--- src/include/cpri_cfg_pkg.sv ---
// Purpose: constants and types of the link configuration and control block
// Assumes: 200 MHz core clock, APB register access with 32-bit data
// Notes: every offset, field position above bit 0, non-zero reset value, dwell and frame count is named here
package cpri_cfg_pkg;

	// ------------------------------------------------------------
	// timing
	// ------------------------------------------------------------
	localparam int CLK_MHZ = 200;
	localparam int DWELL_NS = 10000;
	localparam int DWELL_TEST_NS = 100;
	localparam logic [11:0] DWELL_CYC = 12'((DWELL_NS * CLK_MHZ) / 1000);
	localparam logic [11:0] DWELL_TEST_CYC =
		12'((DWELL_TEST_NS * CLK_MHZ) / 1000);

	// ------------------------------------------------------------
	// register map (byte addresses)
	// ------------------------------------------------------------
	localparam logic [7:0] OFS_CTRL = 8'h00;
	localparam logic [7:0] OFS_RATE = 8'h04;
	localparam logic [7:0] OFS_HDLC = 8'h08;
	localparam logic [7:0] OFS_ETH = 8'h0c;
	localparam logic [7:0] OFS_HF_SEED = 8'h10;
	localparam logic [7:0] OFS_NF_SEED = 8'h14;
	localparam logic [7:0] OFS_STATUS = 8'h18;
	localparam logic [7:0] OFS_FRAME = 8'h1c;

	// register fields
	localparam int CTRL_LINK_EN = 0;
	localparam int CTRL_STANDBY = 1;
	localparam int CTRL_ACCEL = 2;
	localparam int CTRL_ROLE = 3;
	localparam int CTRL_AUTO = 4;
	localparam int CTRL_HF_ALLOW = 5;
	localparam int CTRL_NF_ALLOW = 6;
	localparam int RATE_MAX_LSB = 0;
	localparam int RATE_PHY_LSB = 3;
	localparam int FRAME_NF_LSB = 8;
	localparam int STAT_RATE_LSB = 3;
	localparam int STAT_RECFG = 5;
	localparam int STAT_LINK = 6;
	localparam int STAT_HDLC_LSB = 7;
	localparam int STAT_ETH_LSB = 10;
	localparam int STAT_LOWLAT = 12;

	// reset values
	localparam logic AUTO_RST = 1'b1;
	localparam logic [1:0] RATE_RST = 2'h0;

	// ------------------------------------------------------------
	// codes
	// ------------------------------------------------------------
	localparam logic [1:0] RATE_614 = 2'h0;
	localparam logic [7:0] HF_LAST = 8'h95;
	localparam logic [11:0] NF_LAST = 12'hfff;
	localparam logic LOW_LATENCY_ONLY = 1'b1;
	localparam logic [2:0] HDLC_OFF = 3'h0;

	typedef enum logic [1:0] {
		ETH_SERIAL,
		ETH_MII_MATCHED,
		ETH_MII_100
	} eth_mode_t;

	typedef enum logic [2:0] {
		ST_STANDBY,
		ST_RATE_NEG,
		ST_L1_SYNC,
		ST_PROTO,
		ST_CM,
		ST_OPERATION
	} startup_t;

	typedef struct packed {
		logic link_enable;
		logic standby_force;
		logic timer_accelerate;
		logic radio_controller_role;
		logic frame_number_autoadvance;
		logic hyperframe_sync_reset_allow;
		logic node_frame_sync_reset_allow;
		logic [1:0] max_rate_select;
		logic [1:0] phy_rate_select;
		logic [4:0] hdlc_enable;
		logic [7:0] fast_cm_offset;
		logic [7:0] hyperframe_seed;
		logic [11:0] node_frame_seed;
	} cfg_t;

endpackage

--- src/hw/cpri_link_config_control.sv ---
// Purpose: configuration registers, start-up sequencing and frame numbering
// Assumes: APB master per the published protocol; one wait state per access
// Notes: link_up arrives from a pin and is synchronised before use
`timescale 1ns/1ps
`default_nettype none
module cpri_link_config_control #(
	parameter cpri_cfg_pkg::eth_mode_t ETH_MODE = cpri_cfg_pkg::ETH_SERIAL
) (
	input wire logic core_clk, // core clock, 200 MHz
	input wire logic nrst, // async reset, active low
	input wire logic psel, // apb select
	input wire logic penable, // apb enable
	input wire logic pwrite, // apb direction
	input wire logic [7:0] paddr, // apb byte address
	input wire logic [31:0] pwdata, // apb write data
	output logic [31:0] prdata, // apb read data
	output logic pready, // apb ready
	output logic pslverr, // apb error, unmapped address
	input wire logic link_up, // layer 1 sync from pin
	input wire logic [4:0] far_hdlc_enable, // far end permitted hdlc rates
	input wire logic hyperframe_tick, // end of each transmit hyperframe
	input wire logic outbound_frame_strobe, // transmit sync strobe
	output cpri_cfg_pkg::startup_t startup_state, // start-up machine state
	output logic [1:0] line_rate, // negotiated line rate code
	output logic phy_reconfig_request, // physical layer must change mode
	output logic [4:0] hdlc_advertise, // hdlc rates offered to far end
	output logic [2:0] hdlc_rate, // chosen hdlc option, 0 off
	output logic [5:0] fast_cm_offset, // fast c&m pointer
	output logic radio_controller_role, // 1 controller, 0 equipment
	output logic [7:0] hyperframe_num, // transmit hyperframe number
	output logic [11:0] node_frame_num // transmit node-frame number
);
	import cpri_cfg_pkg::*;

	// ------------------------------------------------------------
	// helpers
	// ------------------------------------------------------------
	function automatic logic [11:0] dwell(input logic accel);
		dwell = accel ? DWELL_TEST_CYC : DWELL_CYC;
	endfunction

	// highest option set in the mask, 0 when empty
	function automatic logic [2:0] best_hdlc(input logic [4:0] m);
		best_hdlc = HDLC_OFF;
		for (int i = 0; i < 5; i++) begin
			if (m[i]) begin
				best_hdlc = 3'(i + 1);
			end
		end
	endfunction

	function automatic logic is_mapped(input logic [7:0] a);
		is_mapped = (a[1:0] == 2'h0) && (a <= OFS_FRAME);
	endfunction

	// ------------------------------------------------------------
	// state
	// ------------------------------------------------------------
	cfg_t cfg_q, cfg_d;
	logic pready_q, pready_d;
	logic pslverr_q, pslverr_d;
	logic [31:0] prdata_q, prdata_d;
	logic hf_load, nf_load;
	logic link_meta_q, link_q;
	logic sf_prev_q;
	startup_t st_q, st_d;
	logic [11:0] tmr_q, tmr_d;
	logic [1:0] rate_q, rate_d;
	logic recfg_q, recfg_d;
	logic [2:0] hdlc_q, hdlc_d;
	logic [7:0] hf_q, hf_d;
	logic [11:0] nf_q, nf_d;
	logic access;
	logic sf_edge;

	assign access = psel & penable;
	assign sf_edge = cfg_q.standby_force & ~sf_prev_q;

	// ------------------------------------------------------------
	// apb slave and configuration registers
	// ------------------------------------------------------------
	always_comb begin
		cfg_d = cfg_q;
		pready_d = 1'b0;
		pslverr_d = 1'b0;
		prdata_d = prdata_q;
		hf_load = 1'b0;
		nf_load = 1'b0;
		// first access cycle prepares the answer, second completes it
		if (access & ~pready_q) begin
			pready_d = 1'b1;
			pslverr_d = ~is_mapped(paddr);
			prdata_d = 32'h0;
			if (!pwrite) begin
				if (paddr == OFS_CTRL) begin
					prdata_d[CTRL_LINK_EN] = cfg_q.link_enable;
					prdata_d[CTRL_STANDBY] = cfg_q.standby_force;
					prdata_d[CTRL_ACCEL] = cfg_q.timer_accelerate;
					prdata_d[CTRL_ROLE] = cfg_q.radio_controller_role;
					prdata_d[CTRL_AUTO] = cfg_q.frame_number_autoadvance;
					prdata_d[CTRL_HF_ALLOW] = cfg_q.hyperframe_sync_reset_allow;
					prdata_d[CTRL_NF_ALLOW] = cfg_q.node_frame_sync_reset_allow;
				end else if (paddr == OFS_RATE) begin
					prdata_d[RATE_MAX_LSB +: 2] = cfg_q.max_rate_select;
					prdata_d[RATE_PHY_LSB +: 2] = cfg_q.phy_rate_select;
				end else if (paddr == OFS_HDLC) begin
					prdata_d[4:0] = cfg_q.hdlc_enable;
				end else if (paddr == OFS_ETH) begin
					prdata_d[7:0] = cfg_q.fast_cm_offset;
				end else if (paddr == OFS_HF_SEED) begin
					prdata_d[7:0] = cfg_q.hyperframe_seed;
				end else if (paddr == OFS_NF_SEED) begin
					prdata_d[11:0] = cfg_q.node_frame_seed;
				end else if (paddr == OFS_STATUS) begin
					prdata_d[2:0] = st_q;
					prdata_d[STAT_RATE_LSB +: 2] = rate_q;
					prdata_d[STAT_RECFG] = recfg_q;
					prdata_d[STAT_LINK] = link_q;
					prdata_d[STAT_HDLC_LSB +: 3] = hdlc_q;
					prdata_d[STAT_ETH_LSB +: 2] = ETH_MODE;
					prdata_d[STAT_LOWLAT] = LOW_LATENCY_ONLY;
				end else if (paddr == OFS_FRAME) begin
					prdata_d[7:0] = hf_q;
					prdata_d[FRAME_NF_LSB +: 12] = nf_q;
				end
			end
		end
		if (access & pready_q & pwrite) begin
			if (paddr == OFS_CTRL) begin
				cfg_d.link_enable = pwdata[CTRL_LINK_EN];
				cfg_d.standby_force = pwdata[CTRL_STANDBY];
				cfg_d.timer_accelerate = pwdata[CTRL_ACCEL];
				cfg_d.radio_controller_role = pwdata[CTRL_ROLE];
				cfg_d.frame_number_autoadvance = pwdata[CTRL_AUTO];
				cfg_d.hyperframe_sync_reset_allow = pwdata[CTRL_HF_ALLOW];
				cfg_d.node_frame_sync_reset_allow = pwdata[CTRL_NF_ALLOW];
			end else if (paddr == OFS_RATE) begin
				cfg_d.max_rate_select = pwdata[RATE_MAX_LSB +: 2];
				cfg_d.phy_rate_select = pwdata[RATE_PHY_LSB +: 2];
			end else if (paddr == OFS_HDLC) begin
				cfg_d.hdlc_enable = pwdata[4:0];
			end else if (paddr == OFS_ETH) begin
				cfg_d.fast_cm_offset = pwdata[7:0];
			end else if (paddr == OFS_HF_SEED) begin
				cfg_d.hyperframe_seed = pwdata[7:0];
				hf_load = 1'b1;
			end else if (paddr == OFS_NF_SEED) begin
				cfg_d.node_frame_seed = pwdata[11:0];
				nf_load = 1'b1;
			end
		end
	end

	always_ff @(posedge core_clk or negedge nrst) begin
		if (!nrst) begin
			cfg_q <= '0;
			cfg_q.frame_number_autoadvance <= AUTO_RST;
			pready_q <= 1'b0;
			pslverr_q <= 1'b0;
			prdata_q <= 32'h0;
		end else begin
			cfg_q <= cfg_d;
			pready_q <= pready_d;
			pslverr_q <= pslverr_d;
			prdata_q <= prdata_d;
		end
	end

	// ------------------------------------------------------------
	// start-up sequencing
	// ------------------------------------------------------------
	// a forced standby must beat every other transition
	always_comb begin
		st_d = st_q;
		tmr_d = (tmr_q == 12'h0) ? 12'h0 : tmr_q - 12'h1;
		rate_d = rate_q;
		recfg_d = recfg_q;
		hdlc_d = hdlc_q;
		if (sf_edge | ~cfg_q.link_enable) begin
			st_d = ST_STANDBY;
			recfg_d = 1'b0;
			hdlc_d = HDLC_OFF;
		end else begin
			case (st_q)
				ST_STANDBY: begin
					rate_d = cfg_q.max_rate_select;
					st_d = ST_RATE_NEG;
				end
				ST_RATE_NEG: begin
					// hold the request until the phy reports our rate
					if (cfg_q.phy_rate_select == rate_q) begin
						recfg_d = 1'b0;
						st_d = ST_L1_SYNC;
						tmr_d = dwell(cfg_q.timer_accelerate);
					end else begin
						recfg_d = 1'b1;
					end
				end
				ST_L1_SYNC: begin
					if (link_q) begin
						st_d = ST_PROTO;
						tmr_d = dwell(cfg_q.timer_accelerate);
					end else if (tmr_q == 12'h0) begin
						// step down; from lowest wrap back to the cap
						rate_d = (rate_q == RATE_614) ?
							cfg_q.max_rate_select : rate_q - 2'h1;
						st_d = ST_RATE_NEG;
					end
				end
				ST_PROTO: begin
					if (!link_q) begin
						st_d = ST_L1_SYNC;
						tmr_d = dwell(cfg_q.timer_accelerate);
					end else if (tmr_q == 12'h0) begin
						st_d = ST_CM;
					end
				end
				ST_CM: begin
					hdlc_d = best_hdlc(cfg_q.hdlc_enable & far_hdlc_enable);
					st_d = ST_OPERATION;
				end
				ST_OPERATION: begin
					hdlc_d = best_hdlc(cfg_q.hdlc_enable & far_hdlc_enable);
					if (!link_q) begin
						st_d = ST_L1_SYNC;
						tmr_d = dwell(cfg_q.timer_accelerate);
					end
				end
				default: begin
					st_d = ST_STANDBY;
				end
			endcase
		end
	end

	always_ff @(posedge core_clk or negedge nrst) begin
		if (!nrst) begin
			link_meta_q <= 1'b0;
			link_q <= 1'b0;
			sf_prev_q <= 1'b0;
			st_q <= ST_STANDBY;
			tmr_q <= 12'h0;
			rate_q <= RATE_RST;
			recfg_q <= 1'b0;
			hdlc_q <= HDLC_OFF;
		end else begin
			link_meta_q <= link_up;
			link_q <= link_meta_q;
			sf_prev_q <= cfg_q.standby_force;
			st_q <= st_d;
			tmr_q <= tmr_d;
			rate_q <= rate_d;
			recfg_q <= recfg_d;
			hdlc_q <= hdlc_d;
		end
	end

	// ------------------------------------------------------------
	// transmit frame numbering
	// ------------------------------------------------------------
	// strobe clear beats seed load and counting
	always_comb begin
		hf_d = hf_q;
		nf_d = nf_q;
		if (outbound_frame_strobe & cfg_q.hyperframe_sync_reset_allow) begin
			hf_d = 8'h0;
		end else if (!cfg_q.frame_number_autoadvance) begin
			hf_d = cfg_q.hyperframe_seed;
		end else if (hf_load) begin
			hf_d = cfg_d.hyperframe_seed;
		end else if (hyperframe_tick) begin
			hf_d = (hf_q >= HF_LAST) ? 8'h0 : hf_q + 8'h1;
		end
		if (outbound_frame_strobe & cfg_q.node_frame_sync_reset_allow) begin
			nf_d = 12'h0;
		end else if (!cfg_q.frame_number_autoadvance) begin
			nf_d = cfg_q.node_frame_seed;
		end else if (nf_load) begin
			nf_d = cfg_d.node_frame_seed;
		end else if (hyperframe_tick && hf_q >= HF_LAST) begin
			nf_d = (nf_q == NF_LAST) ? 12'h0 : nf_q + 12'h1;
		end
	end

	always_ff @(posedge core_clk or negedge nrst) begin
		if (!nrst) begin
			hf_q <= 8'h0;
			nf_q <= 12'h0;
		end else begin
			hf_q <= hf_d;
			nf_q <= nf_d;
		end
	end

	// ------------------------------------------------------------
	// outputs, all from flops
	// ------------------------------------------------------------
	assign prdata = prdata_q;
	assign pready = pready_q;
	assign pslverr = pslverr_q;
	assign startup_state = st_q;
	assign line_rate = rate_q;
	assign phy_reconfig_request = recfg_q;
	assign hdlc_advertise = cfg_q.hdlc_enable;
	assign hdlc_rate = hdlc_q;
	assign fast_cm_offset = cfg_q.fast_cm_offset[5:0];
	assign radio_controller_role = cfg_q.radio_controller_role;
	assign hyperframe_num = hf_q;
	assign node_frame_num = nf_q;

endmodule
`default_nettype wire

--- config.mk ---
export PLATFORM = sky130hd
export DESIGN_NAME = cpri_link_config_control
export DESIGN_NICKNAME = d
export VERILOG_FILES = /design/src/include/cpri_cfg_pkg.sv /design/src/hw/cpri_link_config_control.sv
export SDC_FILE = /design/constraint.sdc
export NUM_CORES = 1
export LEC_CHECK = 0
export BUFFER_PORTS_ARGS = -buffer_cell sky130_fd_sc_hd__buf_2
export CORE_MARGIN = 4
export CORE_UTILIZATION = 37
export CTS_BUF_LIST = sky130_fd_sc_hd__clkbuf_16
export CTS_CLUSTER_DIAMETER = 100
export DETAILED_ROUTE_END_ITERATION = 8
export GPL_ROUTABILITY_DRIVEN = 0
export GPL_TIMING_DRIVEN = 0
export MAX_ROUTING_LAYER = met4
export SLEW_MARGIN = 5
export SYNTH_ARGS = -nofsm -noshare
export SYNTH_HDL_FRONTEND = slang
export SYNTH_SLANG_ARGS = --single-unit
--- constraint.sdc ---
create_clock -name core_clk -period 2 [get_ports core_clk]
set_input_delay 0.3 -clock core_clk [delete_from_list [all_inputs] [get_ports core_clk]]
set_output_delay 0.3 -clock core_clk [all_outputs]
set_load 0.05 [all_outputs]
==> results of run 1 <==
## cells in the mapped netlist (7+ instances only)
cell	n
o21ai_0	46
or2_2	13
and3_1	8
nand4_1	7
nand2_1	91
o31ai_1	7
mux2_2	34
a21oi_1	18
nor2_1	31
xnor2_1	15
a22oi_1	9
buf_4	23
dfrtp_1	109
a32o_1	9
mux2i_1	8
nor2b_1	9
inv_1	19
o211ai_1	11
nand3_1	21
clkbuf_1	19
a22o_1	9
nor3_1	14
## path summary, 6_finish.rpt
| check | to | slack [ns] | cells past startpoint |
|---|---|---|---|
| worst min register to register | link_q | 0.36 | 0 |
| worst min-delay path | link_meta_q | 0.05 | 1 |
| min in group asynchronous | link_meta_q | 0.46 | 2 |
| max in group asynchronous | node_frame_num[1] | 0.87 | 3 |
| worst max register to register | node_frame_num[1] | 0.08 | 7 |
| worst max-delay path | node_frame_num[1] | 0.05 | 7 |
## per-layer routing
layer / GRT usage (%) / vias up
li1: - / 2535
met1: 30.7 / 2689
met2: 31.6 / 258
met3: 4.08 / 36
met4: 6.21 / 0
met5: - / -
## metrics by stage
stage	total power, mW	utilization (%)
2_1_floorplan	2.96	-
3_3_place_gp	3.16	43.5
3_5_place_dp	3.19	43.7
4_1_cts	5.12	46.4
5_1_grt	5.29	47.0
6_report	5.07	47.0
## cell families (layout without fill, tap and decap cells)
group,after synthesis,count (layout),synth area share [%]
simple gates,226,226,18.4
compound gates,154,154,17.5
flops,110,110,44.8
buf+inv,71,195,6.05
mux,46,46,9.00
xor+xnor,21,21,2.99
fa+ha+maj,6,6,1.22
other cells,1,12,0.0610
## sequential cells by signal, indices dropped and copies added (netlist names)
register	cells
startup_state	3
link_meta_q	1
cfg_q	32
sf_prev_q	1
pready	1
pslverr	1
tmr_q	12
fast_cm_offset	6
radio_controller_role	1
hdlc_advertise	5
prdata	20
line_rate	2
link_q	1
hdlc_rate	3
node_frame_num	12
phy_reconfig_request	1
hyperframe_num	8
## layout make-up
type	count	area share, %
clock inverters	6	1.06
clock buffers	9	2.98
repair buffers	116	9.11
flip-flops and latches	110	36.6
multi-input cells	465	42.1
well taps	216	3.58
plain buffers	45	3.65
inverters	19	0.944
## power breakdown
part	total (mW)	internal [mW]	switching [mW]
clock network	1.90	1.08	0.821
logic	0.686	0.260	0.426
registers	2.48	2.36	0.128
## timing repair
item | CTS | global route
pin swaps | 4 | 6
endpoints found under the setup margin | 73 | 49
hold buffers | 1 | 0
gates resized for setup | 14 | 20
endpoints found under the hold margin | 51 | 0
setup buffers | 8 | 11
==> impl_metrics.env, run 1 <==
export IMPL_grt_max_degree=59
export IMPL_synth_seq_cells=110
export IMPL_fin_skew_ns=0.0131
export IMPL_worst_setup_path_type="in2reg"
export IMPL_fin_cells=986
export IMPL_areaGrowthSynthToFinish_pct=22.9
export IMPL_start_kind="primary input"
export IMPL_slew_violations=0
export IMPL_fp_dieW_um=137
export IMPL_synth_cells=635
export IMPL_tns_ns=0
export IMPL_final_design_area_no_fill_um2=7550
export IMPL_grt_pass1_wl_um=30400
export IMPL_wirelength_um=19400
export IMPL_hold_violations=0
export IMPL_crit_fanout=9
export IMPL_htree_levels=3
export IMPL_startpoint="paddr[6]"
export IMPL_reg2reg_from="pready"
export IMPL_slew_headroom_pct=56.6
export IMPL_vdd_drop_max_uv=431
export IMPL_setup_violations=0
export IMPL_arrival_ns=2.19
export IMPL_cts_buffers=9
export IMPL_min_period_over_period_pct=97.3
export IMPL_synth_edf_count=0
export IMPL_antenna_found_initial=0
export IMPL_yosysSeqAreaShare_pct=44.8
export IMPL_placed_cell_area_um2=7010
export IMPL_hold_class="in2reg"
export IMPL_drc=0
export IMPL_placementRows=46
export IMPL_yosysWarnings=0
export IMPL_start_util_pct=38.3
export IMPL_drive_gt1_share_pct=31.0
export IMPL_fp_coreArea_um2=16100
export IMPL_drt_first_pass_iters=6
export IMPL_finalNetCount=825
export IMPL_grt_util_all_layers_pct=21.6
export IMPL_avgSynthCellArea_um2=9.68
export IMPL_multiInputGateArea_um2=3180
export IMPL_final_cell_mix="dfrtp_1, buf_2, nand2_1"
export IMPL_holdWs_ns=0.0475
export IMPL_critPathCaptureType="register"
export IMPL_hp_start="link_up"
export IMPL_path_cells="buf_6 -> or4_4 -> or4_4 -> o31ai_4 -> buf_6 -> o211ai_1 -> a32o_1"
export IMPL_dp_slack_ns=-0.636
export IMPL_worstMarginPinSlew_ns=0.635
export IMPL_synth_distinct_cells=62
export IMPL_max_freq_mhz=514
export IMPL_clkSinkCount=110
export IMPL_ff_latch_area_um2=2760
export IMPL_slowest_stage="or4_4"
export IMPL_wl_met3_um=1450
export IMPL_port_buffers=95
export IMPL_worstPathRequired_ns=2.25
export IMPL_layout_setup_ws_ns=0.0533
export IMPL_status="completed"
export IMPL_cts_tree="yes"
export IMPL_num_vias=5518
export IMPL_grt_overflow_total=0
export IMPL_max_cap_violations=0
export IMPL_die_h_um=137
export IMPL_fillers=1535
export IMPL_clkLatencyLatePin_ns=0.36
export IMPL_syn_area_um2=6150
export IMPL_top_layer="met4"
export IMPL_final_common_cell="dfrtp_1"
export IMPL_crit_path_max_incr_delay_ns=0.63
export IMPL_hpwl_um=14400
export IMPL_synth_top_area_share_pct=44.4
export IMPL_io_pins=128
export IMPL_post_drt_wl_per_cell_um=19.7
export IMPL_powerDensity_nw_per_um2=672
export IMPL_synthArstFlopShare_pct=100
export IMPL_synth_area_leaders="dfrtp_1, mux2_2, nand2_1"
export IMPL_wl_met2_um=8790
export IMPL_critPathBufInv=2
export IMPL_drt_iter0_drc=526
export IMPL_path_clk_slew_ns=0.07
export IMPL_viasPerCell=5.60
export IMPL_cts_root_buf="clkbuf_16"
export IMPL_die_area_um2=18700
export IMPL_dp_cells=958
export IMPL_num_antenna_cells=0
export IMPL_p_leak_nw=3.62
export IMPL_crit_family="simple AND/OR/NAND/NOR gates"
export IMPL_synth_top_area_cell="dfrtp_1"
export IMPL_fin_crit_ns=1.95
export IMPL_rsz0062_at_grt="no"
export IMPL_synth_flop_cell="dfrtp_1"
export IMPL_ant_nets=0
export IMPL_grt_pass1_vias=5383
export IMPL_wirelength_met1_um=8750
export IMPL_clockBufferDepth=2
Power figures use the tool's default switching activity.
==> run 2: changes to the inputs <==
CORE_UTILIZATION = 50   (was 37)
PLACE_DENSITY = 0.77   (was unset)
==> run 2 against run 1 <==
Compared with the run above: the run now ends with negative setup slack left; highest routed layer unchanged; final area about the same; largest cell class unchanged; clock power is essentially flat; critical path depth rose by 3; critical path type is now reg2reg; flip-flop and latch count unchanged; worst setup slack got worse by 0.069 ns.
==> impl_metrics.env, run 2 (synthesis gave the netlist of run 1 again) <==
export IMPL_min_period_over_period_pct=101
export IMPL_num_antenna_cells=0
export IMPL_clockBufferDepth=2
export IMPL_drt_first_pass_iters=6
export IMPL_max_freq_mhz=496
export IMPL_setup_violations=2
export IMPL_max_cap_violations=0
export IMPL_ff2ff_setup_slack_ns=-0.02
export IMPL_powerDensity_nw_per_um2=677
export IMPL_antenna_found_initial=0
export IMPL_arrival_ns=2.29
export IMPL_cts_buffers=9
export IMPL_critPathCaptureType="register"
export IMPL_vdd_drop_max_uv=461
export IMPL_grt_pass1_vias=5597
export IMPL_drive_gt1_share_pct=32.5
export IMPL_post_drt_wl_per_cell_um=20.3
export IMPL_io_pins=128
export IMPL_cts_hold_buf=0
export IMPL_startpoint="hyperframe_num[0]"
export IMPL_grt_pass1_wl_um=29300
export IMPL_htree_levels=3
export IMPL_final_design_area_no_fill_um2=7540
export IMPL_crit_fanout=4
export IMPL_largest_register_ffs=32
export IMPL_clkLatencyLatePin_ns=0.36
export IMPL_die_area_um2=14100
export IMPL_placed_cell_area_um2=6920
export IMPL_slew_headroom_pct=41.0
export IMPL_placementRows=40
export IMPL_final_common_cell="dfrtp_1"
export IMPL_slew_violations=0
export IMPL_dp_cells=889
export IMPL_clkSinkCount=110
export IMPL_fp_coreArea_um2=12000
export IMPL_port_buffers=95
export IMPL_hpwl_um=13400
export IMPL_ant_nets=0
export IMPL_cts_root_buf="clkbuf_16"
export IMPL_worstPathRequired_ns=2.28
export IMPL_reg2reg_from="hyperframe_num[0]"
export IMPL_start_util_pct=51.2
export IMPL_status="finished with violations"
export IMPL_dp_slack_ns=-0.590
export IMPL_areaGrowthSynthToFinish_pct=22.7
export IMPL_fin_cells=926
export IMPL_start_kind="register"
export IMPL_drt_iter0_drc=688
export IMPL_worst_setup_path_type="reg2reg"
export IMPL_endpoint="hyperframe_num[4]"
export IMPL_hold_violations=0
export IMPL_layout_setup_ws_ns=-0.0160
export IMPL_num_vias=5715
export IMPL_path_clk_slew_ns=0.07
export IMPL_wirelength_um=18800
export IMPL_die_h_um=119
export IMPL_viasPerCell=6.17
export IMPL_finalNetCount=833
export IMPL_violations="negative setup slack"
export IMPL_r2r_cells=10
export IMPL_cts_tree="yes"
export IMPL_hold_class="in2reg"
export IMPL_rsz0062_at_grt="yes"
export IMPL_drc=0
export IMPL_p_leak_nw=3.66
export IMPL_grt_util_all_layers_pct=26.8
export IMPL_grt_max_degree=70
export IMPL_p_total_mw=5.11
export IMPL_reg2reg_to="hyperframe_num[4]"
export IMPL_fp_dieW_um=119
export IMPL_fin_skew_ns=0.00806
export IMPL_fin_crit_ns=2.02
export IMPL_worstMarginPinSlew_ns=0.885
export IMPL_grt_overflow_total=0
export IMPL_regMostFlops="cfg_q"
export IMPL_final_cell_mix="dfrtp_1, buf_2, nand2_1"
## run 2: cell types whose count changed in the layout (fill, tap and decap cells not counted), moves of 2 or more
cell | previous run | this run
inv_1 | 21 | 17
inv_2 | 0 | 2
buf_2 | 93 | 95
buf_4 | 42 | 44
buf_6 | 4 | 7
clkinv_1 | 0 | 3
nor3_2 | 1 | 3
## run 2: cell type report
cell class | instances | area, µm²
fill | 963 | 4470
multi-input combinational | 465 | 3200
sequential | 110 | 2760
timing repair buffer | 121 | 702
buffer | 48 | 312
clock buffer | 9 | 225
tap | 147 | 184
clock inverter | 7 | 87.6
inverter | 19 | 71.3
## run 2: through the flow
step | TNS [ns] | util, % | hold slack (ns)
3_5_place_dp | -32.15 | 57.6 | 0.339
4_1_cts | -0.0448 | 60.7 | 0.0443
5_1_grt | -0.793 | 62.8 | 0.0498
3_3_place_gp | -92.98 | 57.4 | 0.336
6_report | -0.0276 | 62.8 | 0.0497
2_1_floorplan | -3.39 | - | 0.00441
## run 2: critical path, stage by stage (launching register included)
cell	delay (ns)
dfrtp_2	0.44
inv_2	0.09
ha_4	0.12
nor2b_1	0.13
o211ai_1	0.13
buf_4	0.19
buf_6	0.12
a211oi_4	0.30
buf_6	0.15
a31oi_1	0.08
o211ai_1	0.19
## run 2: worst min-delay path by stage
| stage | from | depth (start not counted) | to |
|---|---|---|---|
| floorplan | nrst | 0 | cfg_q[0] |
| global placement | link_meta_q | 0 | link_q |
| detailed placement | link_meta_q | 0 | link_q |
| CTS | link_up | 1 | link_meta_q |
| global route | link_up | 1 | link_meta_q |
| finish | link_up | 1 | link_meta_q |
## run 2: repair_timing
action	CTS	global route
resized for setup	11	37
pin swaps	7	16
endpoints found under the setup margin	69	45
buffers inserted	4	21
cloned	0	0
## run 2: per-layer routing
| layer | routed length, µm | track usage [%] | share of wire, % |
|---|---|---|---|
| met5 | 0 | - | 0 |
| met4 | 765 | 12.0 | 4.1 |
| met1 | 7690 | 34.8 | 41 |
| met3 | 1820 | 6.98 | 9.7 |
| met2 | 8500 | 39.8 | 45 |
## run 2: where the power goes
part	internal [mW]	leakage [nW]	switching, mW
Clock	1.09	0.149	0.829
Sequential	2.36	1.49	0.120
Combinational	0.262	2.02	0.448
Total	3.71	3.66	1.40
